File: src/logic/ppm_pkg.sv
// Constants and types for the power management capability head block.
// Assumes the function's configuration space is addressed as 64 dwords
// with per-byte enables, as on a conventional configuration cycle.
`default_nettype none

package ppm_pkg;

    // Location of the capabilities pointer in the configuration header
    localparam logic [7:0] PPM_CAP_PTR_LOC = 8'h34;
    // Default capability base that the pointer at 34h hands out
    localparam logic [7:0] PPM_CAP_BASE_DEFAULT = 8'h50;
    // Lowest base outside the predefined configuration header
    localparam logic [7:0] PPM_CAP_BASE_MIN = 8'h40;
    // Byte offsets of the two registers from the capability base
    localparam logic [7:0] PPM_LINK_PTR_OFS = 8'h01;
    localparam logic [7:0] PPM_CAPS_OFS = 8'h02;

    // Link pointer value: no further capability follows
    localparam logic [7:0] PPM_LINK_PTR_RESET = 8'h00;
    // Capability identifier byte is served by a neighbouring block
    localparam logic [7:0] PPM_OTHER_BYTE = 8'h00;

    // Bit index of each power state inside the wake state support field
    localparam int PPM_WAKE_D0 = 0;
    localparam int PPM_WAKE_D1 = 1;
    localparam int PPM_WAKE_D2 = 2;
    localparam int PPM_WAKE_D3HOT = 3;
    localparam int PPM_WAKE_D3COLD = 4;

    // Revision code for the 1.1 power management interface
    localparam logic [2:0] PPM_SPEC_REV = 3'h2;
    // Standby current codes
    localparam logic [2:0] PPM_AUX_SELF_POWERED = 3'h0;
    localparam logic [2:0] PPM_AUX_100MA = 3'h2;
    localparam logic [2:0] PPM_AUX_375MA = 3'h7;
    // Fixed single-bit answers of this device
    localparam logic PPM_DEV_INIT_NEEDED = 1'b0;
    localparam logic PPM_WAKE_CLOCK_NEEDED = 1'b0;
    localparam logic PPM_RESERVED_VALUE = 1'b0;
    // Value of the strap-driven bit until the strap has been caught
    localparam logic PPM_STRAP_RESET = 1'b0;

    // Byte lane width inside a configuration dword
    localparam int PPM_LANE_BITS = 8;
    localparam logic [15:0] PPM_CAPS_RESET = 16'h0000;

    // Power management capabilities word, bit 15 first
    typedef struct packed {
        logic [4:0] wake_state_support;   // 15:11
        logic state_two_support;          // 10
        logic light_sleep_support;        // 9
        logic [2:0] aux_current;          // 8:6
        logic dev_init_needed;            // 5
        logic reserved_zero;              // 4
        logic wake_needs_bus_clock;       // 3
        logic [2:0] pm_spec_revision;     // 2:0
    } ppm_caps_t;

    // One configuration access as presented to the block
    typedef struct packed {
        logic rd;                 // Read strobe, one cycle
        logic wr;                 // Write strobe, one cycle
        logic [5:0] dword;        // Dword index into configuration space
        logic [3:0] byte_en;      // Active-high byte enables
        logic [31:0] wdata;       // Write data, ignored by this block
    } ppm_cfg_req_t;

    // Answer to one configuration access
    typedef struct packed {
        logic ack;                // Access complete, one cycle
        logic hit;                // Access addressed this block's dword
        logic [31:0] rdata;       // Read data, valid with ack
    } ppm_cfg_rsp_t;

endpackage : ppm_pkg

`default_nettype wire

File: src/logic/ppm_strap_sync.sv
// Three-stage synchroniser for a level arriving from a pin.
// Assumes one clock; only the second and third stages are given out.
`default_nettype none
`timescale 1ns/1ps

module ppm_strap_sync
    import ppm_pkg::*;
(
    input wire logic ref_clk_in,      // Block clock
    input wire logic reset_n_in,      // Asynchronous reset, active low
    input wire logic pin_in,          // Raw level from the pin
    output logic stage2_out,          // Second synchroniser stage
    output logic stage3_out           // Third synchroniser stage
);

    logic stage1_reg;
    logic stage2_reg;
    logic stage3_reg;
    logic stage1_next;
    logic stage2_next;
    logic stage3_next;

    // Shift the pin level along the chain
    always_comb
    begin
        stage1_next = pin_in;
        stage2_next = stage1_reg;
        stage3_next = stage2_reg;
    end

    // Chain registers, cleared to the strap's quiet level
    always_ff @(posedge ref_clk_in or negedge reset_n_in)
    begin
        if (!reset_n_in)
        begin
            stage1_reg <= PPM_STRAP_RESET;
            stage2_reg <= PPM_STRAP_RESET;
            stage3_reg <= PPM_STRAP_RESET;
        end
        else
        begin
            stage1_reg <= stage1_next;
            stage2_reg <= stage2_next;
            stage3_reg <= stage3_next;
        end
    end

    assign stage2_out = stage2_reg;
    assign stage3_out = stage3_reg;

endmodule : ppm_strap_sync

`default_nettype wire

File: src/logic/ppm_cap_regs.sv
// Read-only head of the power management capability: link pointer byte
// and capabilities word of one host-controller function.
// Assumes a configuration decoder that presents one dword access per
// strobe and merges this block's answer when hit is high.
`default_nettype none
`timescale 1ns/1ps

module ppm_cap_regs
    import ppm_pkg::*;
#(
    parameter logic [7:0] CAP_BASE = PPM_CAP_BASE_DEFAULT,
    parameter bit IS_HIGH_SPEED = 1'b0,
    parameter bit DATA_REG_PRESENT = 1'b0,
    parameter logic [2:0] AUX_CURRENT_CODE = PPM_AUX_100MA
)
(
    input wire logic ref_clk_in,            // 20 MHz block clock
    input wire logic reset_n_in,            // Asynchronous reset, low
    input wire logic amber_led_four_strap_in, // Strap pin, async level
    input wire ppm_cfg_req_t cfg_req_in,    // Configuration access
    output ppm_cfg_rsp_t cfg_rsp_out,       // Registered answer
    output logic [15:0] pm_capabilities_out, // Live capabilities word
    output logic strap_locked_out           // Strap value has been caught
);

    // Elaboration checks on the function's options
    initial
    begin
        if (CAP_BASE[1:0] != 2'b00)
        begin
            $error("Capability base must be dword aligned");
        end
        if (CAP_BASE < PPM_CAP_BASE_MIN)
        begin
            $error("Capability base overlaps the fixed header");
        end
    end

    // Capture of the strap level after reset release; two fill states let
    // the pin level reach the second stage before the late stages are compared, so the
    // quiet reset value of the chain is never taken for the strap
    typedef enum logic [1:0] {
        PPM_ST_FILL_A,
        PPM_ST_FILL_B,
        PPM_ST_SETTLE,
        PPM_ST_LOCKED
    } ppm_strap_state_t;

    ppm_strap_state_t strap_state_reg;
    ppm_strap_state_t strap_state_next;
    logic d3cold_wake_reg;
    logic d3cold_wake_next;
    logic locked_reg;
    logic locked_next;
    logic strap_s2;
    logic strap_s3;

    ppm_caps_t caps_reg;
    ppm_caps_t caps_next;
    ppm_cfg_rsp_t rsp_reg;
    ppm_cfg_rsp_t rsp_next;

    logic [5:0] base_dword;
    logic dword_hit;
    logic access;
    logic [7:0] link_lane;
    logic [7:0] caps_lo_lane;
    logic [7:0] caps_hi_lane;
    logic [4:0] wake_bits;

    // Bring the strap pin into the clock domain
    ppm_strap_sync u_strap_sync (
        .ref_clk_in (ref_clk_in),
        .reset_n_in (reset_n_in),
        .pin_in (amber_led_four_strap_in),
        .stage2_out (strap_s2),
        .stage3_out (strap_s3)
    );

    // Latch the strap once the two late stages agree, then hold it
    always_comb
    begin
        strap_state_next = strap_state_reg;
        d3cold_wake_next = d3cold_wake_reg;
        locked_next = locked_reg;
        case (strap_state_reg)
            PPM_ST_FILL_A:
            begin
                strap_state_next = PPM_ST_FILL_B;
            end
            PPM_ST_FILL_B:
            begin
                strap_state_next = PPM_ST_SETTLE;
            end
            PPM_ST_SETTLE:
            begin
                if (strap_s2 == strap_s3)
                begin
                    d3cold_wake_next = strap_s3;
                    locked_next = 1'b1;
                    strap_state_next = PPM_ST_LOCKED;
                end
            end
            PPM_ST_LOCKED:
            begin
                strap_state_next = PPM_ST_LOCKED;
            end
            default:
            begin
                strap_state_next = PPM_ST_FILL_A;
            end
        endcase
    end

    // Strap capture registers
    always_ff @(posedge ref_clk_in or negedge reset_n_in)
    begin
        if (!reset_n_in)
        begin
            strap_state_reg <= PPM_ST_FILL_A;
            d3cold_wake_reg <= PPM_STRAP_RESET;
            locked_reg <= 1'b0;
        end
        else
        begin
            strap_state_reg <= strap_state_next;
            d3cold_wake_reg <= d3cold_wake_next;
            locked_reg <= locked_next;
        end
    end

    // Assemble the wake state support field
    always_comb
    begin
        wake_bits = 5'h00;
        wake_bits[PPM_WAKE_D0] = IS_HIGH_SPEED;
        wake_bits[PPM_WAKE_D1] = 1'b1;
        wake_bits[PPM_WAKE_D2] = IS_HIGH_SPEED;
        wake_bits[PPM_WAKE_D3HOT] = 1'b1;
        wake_bits[PPM_WAKE_D3COLD] = d3cold_wake_reg;
    end

    // Build the capabilities word from options and strap
    always_comb
    begin
        caps_next = caps_reg;
        caps_next.wake_state_support = wake_bits;
        // D2 only where the function supports it
        caps_next.state_two_support = IS_HIGH_SPEED;
        caps_next.light_sleep_support = 1'b1;
        // Standby current only meaningful with D3cold wake, no data reg
        if (DATA_REG_PRESENT || !wake_bits[PPM_WAKE_D3COLD])
        begin
            caps_next.aux_current = PPM_AUX_SELF_POWERED;
        end
        else
        begin
            caps_next.aux_current = AUX_CURRENT_CODE;
        end
        caps_next.dev_init_needed = PPM_DEV_INIT_NEEDED;
        caps_next.reserved_zero = PPM_RESERVED_VALUE;
        // Clock dependency cannot be claimed without any wake state
        caps_next.wake_needs_bus_clock =
            PPM_WAKE_CLOCK_NEEDED & (|wake_bits);
        caps_next.pm_spec_revision = PPM_SPEC_REV;
    end

    // Capabilities register; only the strap and options ever move it
    always_ff @(posedge ref_clk_in or negedge reset_n_in)
    begin
        if (!reset_n_in)
        begin
            caps_reg <= PPM_CAPS_RESET;
        end
        else
        begin
            caps_reg <= caps_next;
        end
    end

    // Dword that holds identifier, link pointer and capabilities word
    assign base_dword = CAP_BASE[7:2];
    assign access = cfg_req_in.rd | cfg_req_in.wr;
    assign dword_hit = (cfg_req_in.dword == base_dword);

    // Byte lanes, each gated by its enable
    always_comb
    begin
        link_lane = 8'h00;
        caps_lo_lane = 8'h00;
        caps_hi_lane = 8'h00;
        if (cfg_req_in.byte_en[PPM_LINK_PTR_OFS[1:0]])
        begin
            link_lane = PPM_LINK_PTR_RESET;
        end
        if (cfg_req_in.byte_en[PPM_CAPS_OFS[1:0]])
        begin
            caps_lo_lane = caps_reg[PPM_LANE_BITS-1:0];
        end
        if (cfg_req_in.byte_en[PPM_CAPS_OFS[1:0] + 2'd1])
        begin
            caps_hi_lane = caps_reg[15:PPM_LANE_BITS];
        end
    end

    // Answer every strobe next cycle; reads return lanes, writes drop
    always_comb
    begin
        rsp_next = '0;
        if (access && dword_hit)
        begin
            rsp_next.ack = 1'b1;
            rsp_next.hit = 1'b1;
            if (cfg_req_in.rd)
            begin
                rsp_next.rdata = {caps_hi_lane, caps_lo_lane,
                                  link_lane, PPM_OTHER_BYTE};
            end
            else
            begin
                rsp_next.rdata = '0;
            end
        end
        else if (access)
        begin
            // Other dwords complete with no data and no hit
            rsp_next.ack = 1'b1;
        end
    end

    // Answer register feeding the bus outputs
    always_ff @(posedge ref_clk_in or negedge reset_n_in)
    begin
        if (!reset_n_in)
        begin
            rsp_reg <= '0;
        end
        else
        begin
            rsp_reg <= rsp_next;
        end
    end

    // Outputs straight from flip-flops
    assign cfg_rsp_out = rsp_reg;
    assign pm_capabilities_out = caps_reg;
    assign strap_locked_out = locked_reg;

endmodule : ppm_cap_regs

`default_nettype wire

File: config.mk
export PLATFORM = sky130hd
export DESIGN_NAME = ppm_cap_regs
export DESIGN_NICKNAME = d
export VERILOG_FILES = /design/src/logic/ppm_pkg.sv /design/src/logic/ppm_strap_sync.sv /design/src/logic/ppm_cap_regs.sv
export SDC_FILE = /design/constraint.sdc
export NUM_CORES = 1
export LEC_CHECK = 0
export ABC_AREA = 1
export BUFFER_PORTS_ARGS = -buffer_cell sky130_fd_sc_hd__buf_2
export CORE_MARGIN = 1.5
export CORE_UTILIZATION = 35
export CTS_BUF_LIST = sky130_fd_sc_hd__clkbuf_16
export CTS_CLUSTER_DIAMETER = 150
export CTS_CLUSTER_SIZE = 20
export DETAILED_ROUTE_END_ITERATION = 8
export HOLD_SLACK_MARGIN = 0.1
export MAX_ROUTING_LAYER = met4
export PLACE_DENSITY = 0.84
export RECOVER_POWER = 50
export SLEW_MARGIN = 20
export SYNTH_ARGS = -nofsm -noshare
export SYNTH_HDL_FRONTEND = slang
export SYNTH_HIERARCHICAL = 1
export SYNTH_SLANG_ARGS = --single-unit
File: constraint.sdc
create_clock -name ref_clk_in -period 1.6 [get_ports ref_clk_in]
set_clock_uncertainty 0.1 [all_clocks]
set_input_delay 0.08 -clock ref_clk_in [delete_from_list [all_inputs] [get_ports ref_clk_in]]
set_output_delay 0.08 -clock ref_clk_in [all_outputs]
set_load 0.01 [all_outputs]
==> impl_results.md, run 1 <==
- Post-DP HPWL: 924 µm
- Synth Instances: 96
- Final Setup Violations: 0
- Static leakage: 0.595 nW
- Routability cong.: 0.707
- CORE AREA: 0.00225 mm²
- Startpoint Class: input port
- Starting Density: 37.7%
- Synth warn: 6
- First-pass DRT Iterations: 3
- Clk sink count: 15
- Site Rows: 17
- Initial antenna violation count: 0
- Worst-path cell chain: dlygate4sd3_1 > buf_2 > nor2_1 > dlygate4sd3_1 > inv_1
- Met1 usage: 8.24%
- DRC viols: 0
- Max reg flops: 6
- CP peak stage delay: 0.57 ns
- Total Wirelength: 1.21 mm
- Fin. Hold Viols: 0
- Hold wc startpoint: cfg_req_in[41]
- First-pass GRT wire length: 1.94 mm
- Worst Setup SP: cfg_req_in[42]
- Clk_lat worst skew: 0.24 ns
- Crit-path max FO: 2
- Yosys top cell area share: 44.2%
- Outcome: completed
- Unrepaired setup endpoints after global routing: false
- Die H: 52.3 µm
- Mapped Avg Cell Area: 8.85 µm²
- Initial DRC Count: 5
- Die footprint: 0.00273 mm²
- CTS tree: done
- Sum Neg Setup Slack: 0 ns
- Gr ovfl total: 0
- Final #Nets: 176
- Reg2Reg Launch Point: strap_state_reg[1]$_DFFE_PN0P_
- Worst slack at placement: 0.542 ns
- Ranking of synthesized cells by area: dfrtp_1 44%, buf_4 37%, nand2_1 5.3%
- Port Buffers: 27
- Vias in the first global route: 508
- CP Capture Type: flop
- Top Usage Layer GRT: met2
- CTS max path bufs: 2
- Worst Hold Class: in -> reg
- CP max stage cell: dlygate4sd3_1
- Final Non-Filler Cells: 156
- Final min period: 1.45 ns
- Fill cells: 237
- Synthesized flop and latch total: 15
- F_max: 691 MHz
- Vias: 559
- Area Overhead vs Synth: 16.6%
- Kind of critical path: in -> reg
- Cell accounting for the most synthesized area: dfrtp_1
- CTS Root Cell: clkbuf_16
- Critical path's most frequent cell: dlygate4sd3_1
- Final slew viol count: 0
- Wire per inst: 7.74 µm
- Worst Tran Pin Value: 0.756 ns
- Clock transition at path regs: 0.04 ns
- DR vias/cell: 3.58
- Num CTS Buffers: 3
- Worst EP arrival: 1.48 ns
- IO Count: 98
- Slew Limit Headroom: 49.6%
- Syn Std Cell Area: 850 µm²
- Post-CTS sizing: 0
- # diodes: 0
- Setup bufs post-CTS: 0
- Worst vdd ir: 1010 µV
- CTS Hold Bufs: 8
- Placed cells: 144
- H-tree Lvls: 1
- Critical Path RT: 1.64 ns
- Met3 usage: 5.14%
- Register area share after synthesis: 44.2%
- Met2 usage: 19.0%
- Yosys cell types: 10
- Largest net degree at the start of global routing: 16
- Layout cells sized above 1: 22.7%
- Placed cell areas: 836 µm²
- Die W: 52.3 µm
- GRT Util Overall: 10.4%
- Setup ws final: 0.153 ns
- Power consumption: 0.988 mW
- Power per cell area: 997 mW/mm²
- Number of max-cap violations: 0
- Final instance area: 991 µm²
- Antenna viol nets, final: 0
- Period utilization: 90.4%
==> cell usage in the layout (no fill, tap or decap), types with 3 or more instances in the layout <==
cell / count
buf_2: 24
clkbuf_1: 3
clkbuf_16: 3
conb_1: 37
dfrtp_1: 15
dlygate4sd3_1: 8
inv_1: 11
nand2_1: 12
nand3_1: 4
nor2_1: 8
==> metal layers <==
layer  wire length (µm)  part of all wire, %
met2                630                   52
met1                395                   33
met3                150                   12
met5                  0                    0
met4                 32                  2.6
==> power breakdown <==
| group | internal (mW) | switching [mW] | total (mW) |
|---|---|---|---|
| clock | 0.329 | 0.135 | 0.464 |
| sequential | 0.397 | 0.00881 | 0.406 |
| combinational | 0.0402 | 0.0776 | 0.118 |
==> stage by stage <==
stage	hold WS, ns	util (%)
floorplan	-0.316	-
global placement	-0.111	37.1
detailed placement	-0.109	37.1
CTS	0.117	44.1
global route	0.149	44.0
finish	0.119	44.0
==> kinds of logic (layout without fill, tap and decap cells) <==
logic type,Yosys count,in the layout,share of synthesized area [%]
compound gates,1,1,0.589
buf+inv,52,49,41.5
flops,15,15,44.2
other cells,2,37,0.884
simple gates,26,26,12.8
==> critical path, delay by kind of cell <==
kind | cells | cell delay [ns]
buf+inv | 4 | 1.26
simple gates | 1 | 0.14
==> cell type report <==
type | count | area [µm²] | share of cell area, %
sequential | 15 | 375 | 37.9
multi-input combinational | 64 | 253 | 25.5
timing repair buffer | 35 | 211 | 21.3
clock buffer | 3 | 75.1 | 7.58
inverter | 10 | 37.5 | 3.79
tap | 28 | 35.0 | 3.54
clock inverter | 1 | 3.75 | 0.379
==> final timing paths <==
kind	depth (start not counted)	slack, ns	to
worst max-delay path	5	0.15	cfg_rsp_out[33]$_DFF_PN0_
worst min-delay path	6	0.12	cfg_rsp_out[30]$_DFF_PN0_
worst max register to register	5	0.55	d3cold_wake_reg$_DFFE_PN0P_
worst min register to register	0	0.25	u_strap_sync/stage2_out$_DFF_PN0_
max in group asynchronous	2	0.60	strap_locked_out$_DFFE_PN0P_
min in group asynchronous	2	0.33	strap_state_reg[1]$_DFFE_PN0P_
==> synthesized netlist by cell type <==
master,number
buf_4,42
dfrtp_1,15
nand2_1,12
inv_1,10
nor2_1,8
nand3_1,4
conb_1,2
a21oi_1,1
and2_2,1
nor2_2,1
Note: power is estimated with default switching activity, not from simulation.
==> inputs of run 2 (changes only) <==
PLACE_DENSITY = 0.83   (was 0.84)
SYNTH_HIERARCHICAL = unset   (was 1)
==> run 2 against run 1 <==
Clock power is 1% lower. Fmax is 2.6% lower. Hold slack worse by 0.0067 ns.
==> impl_results.md, run 2 <==
- CTS Root Cell: clkbuf_16
- Final #Nets: 182
- Final min period: 1.48 ns
- Area Overhead vs Synth: 21.2%
- Largest net degree at the start of global routing: 16
- Post-synth top cells: 42 x buf_4, 15 x dfrtp_1, 13 x nand2_1
- Worst EP arrival: 1.52 ns
- Mapped Avg Cell Area: 8.75 µm²
- Final slew viol count: 0
- Worst slack at placement: 0.613 ns
- Commonest cells after routing, fill and taps aside: 37 x conb_1, 24 x buf_2, 15 x dfrtp_1
- Unrepaired setup endpoints after global routing: false
- Register area share after synthesis: 43.8%
- Vias: 572
- Die footprint: 0.00275 mm²
- Final Setup Violations: 0
- Syn Std Cell Area: 857 µm²
- CTS max path bufs: 2
- Number of max-cap violations: 0
- Total Wirelength: 1.25 mm
- Period utilization: 92.8%
- Slew Limit Headroom: 48.9%
- Ranking of synthesized cells by area: dfrtp_1 44%, buf_4 37%, nand2_1 5.7%
- CTS Hold Bufs: 12
- Starting Density: 38.0%
- Post-CTS sizing: 0
- H-tree Lvls: 1
- Commonest non-fill, non-tap cell in the layout: conb_1
- Clock transition at path regs: 0.04 ns
- Port Buffers: 27
- GRT Util Overall: 10.2%
- Placed cells: 146
- Fill cells: 220
- Post-synth EDFFs: 0
- Sum Neg Setup Slack: 0 ns
- Most common cell in the netlist: buf_4
- Die W: 52.5 µm
- Num CTS Buffers: 3
- Setup ws final: 0.115 ns
- Setup bufs post-CTS: 0
- F_max: 673 MHz
- Antenna viol nets, final: 0
- First-pass DRT Iterations: 4
- Async set or reset register ratio after synthesis: 100%
- Kind of critical path: in -> reg
- Power per cell area: 956 mW/mm²
- Startpoint Class: input port
- Max reg flops: 6
- CP peak stage delay: 0.57 ns
- Fin. Hold Viols: 0
- First-pass GRT wire length: 1.95 mm
- Initial DRC Count: 8
- DRC viols: 0
- Site Rows: 17
- Hold slack final: 0.113 ns
- CORE AREA: 0.00225 mm²
- Post-DP HPWL: 910 µm
- Clk sink count: 15
- Worst Tran Pin Value: 0.767 ns
- Layout cells sized above 1: 21.6%
- Worst-path cell chain: dlygate4sd3_1 > buf_2 > nor2_2 > dlygate4sd3_1 > inv_1
- Wire per inst: 7.72 µm
- Routability cong.: 0.601
- Vias in the first global route: 480
- Crit-path max FO: 5
- Static leakage: 0.621 nW
- Yosys cell types: 9
- Yosys top cell area share: 43.8%
- CP Capture Type: flop
- Synthesized flop and latch total: 15
- CTS tree: done
- Reg-to-reg slack, setup: 0.61 ns
- Gr ovfl total: 0
- Initial antenna violation count: 0
- Worst Hold Class: in -> reg
- Synth warn: 0
- DR vias/cell: 3.53
- IO Count: 98
- Critical path's most frequent cell: dlygate4sd3_1
- # diodes: 0
- CP max stage cell: dlygate4sd3_1
- Synth Instances: 98
- Most used DFF post-synth: dfrtp_1
- Outcome: completed
- Critical Path RT: 1.63 ns
- Clk_lat worst skew: 0.24 ns
- Cell accounting for the most synthesized area: dfrtp_1
- Die H: 52.5 µm
- Final Non-Filler Cells: 162
- Worst vdd ir: 718 µV
==> run 2: per-stage QoR <==
stage	power (mW)	cell area (µm²)	util, %
after global placement	0.514	843	37.4
after global routing	1.05	1040	46.1
after floorplan	0.549	988	-
after detailed placement	0.516	843	37.4
final	0.993	1040	46.1
after CTS	1.01	1040	46.2
==> run 2: final cells by class <==
cell class	count	area [µm²]	share of cell area, %
flip-flops and latches	15	375	36.1
multi-input cells	65	256	24.7
repair buffers	39	251	24.2
clock buffers	3	75.1	7.23
inverters	11	41.3	3.98
well taps	28	35.0	3.37
clock inverters	1	3.75	0.361
==> run 2: power breakdown <==
part,switching (mW),internal [mW],total [mW],leakage [nW]
logic,0.0798,0.0472,0.127,0.398
clock network,0.130,0.329,0.459,0.0423
registers,0.00998,0.397,0.407,0.180
total,0.220,0.773,0.993,0.621
==> run 2: path summary, 6_finish.rpt <==
kind / startpoint / endpoint / cells past startpoint
min in group asynchronous: reset_n_in / pm_capabilities_out[15]$_DFF_PN0_ / 2
hold / removal: cfg_req_in[41] / cfg_rsp_out[23]$_DFF_PN0_ / 6
setup reg to reg: strap_state_reg[1]$_DFFE_PN0P_ / d3cold_wake_reg$_DFFE_PN0P_ / 5
max in group asynchronous: reset_n_in / strap_state_reg[1]$_DFFE_PN0P_ / 2
hold reg to reg: u_strap_sync.stage1_reg$_DFF_PN0_ / u_strap_sync.stage2_out$_DFF_PN0_ / 0
setup / recovery: cfg_req_in[43] / cfg_rsp_out[33]$_DFF_PN0_ / 5
==> run 2: critical path, delay by kind of cell <==
kind | cells | cell delay, ns
buf+inv | 4 | 1.29
simple gates | 1 | 0.14
==> run 2: cell families after synthesis <==
family	synth area share, %
compound gates	0.583
other cells	0.876
flops	43.8
simple gates	13.1
buf+inv	41.6
==> run 2: per-layer routing <==
metal | track usage (%) | vias up | wire length [µm] | share of wire (%)
met3 | 5.14 | 0 | 151 | 12
met1 | 8.90 | 252 | 435 | 35
met4 | 1.28 | 0 | 0 | 0
li1 | - | 280 | - | -
met2 | 19.8 | 40 | 663 | 53
met5 | - | - | 0 | 0
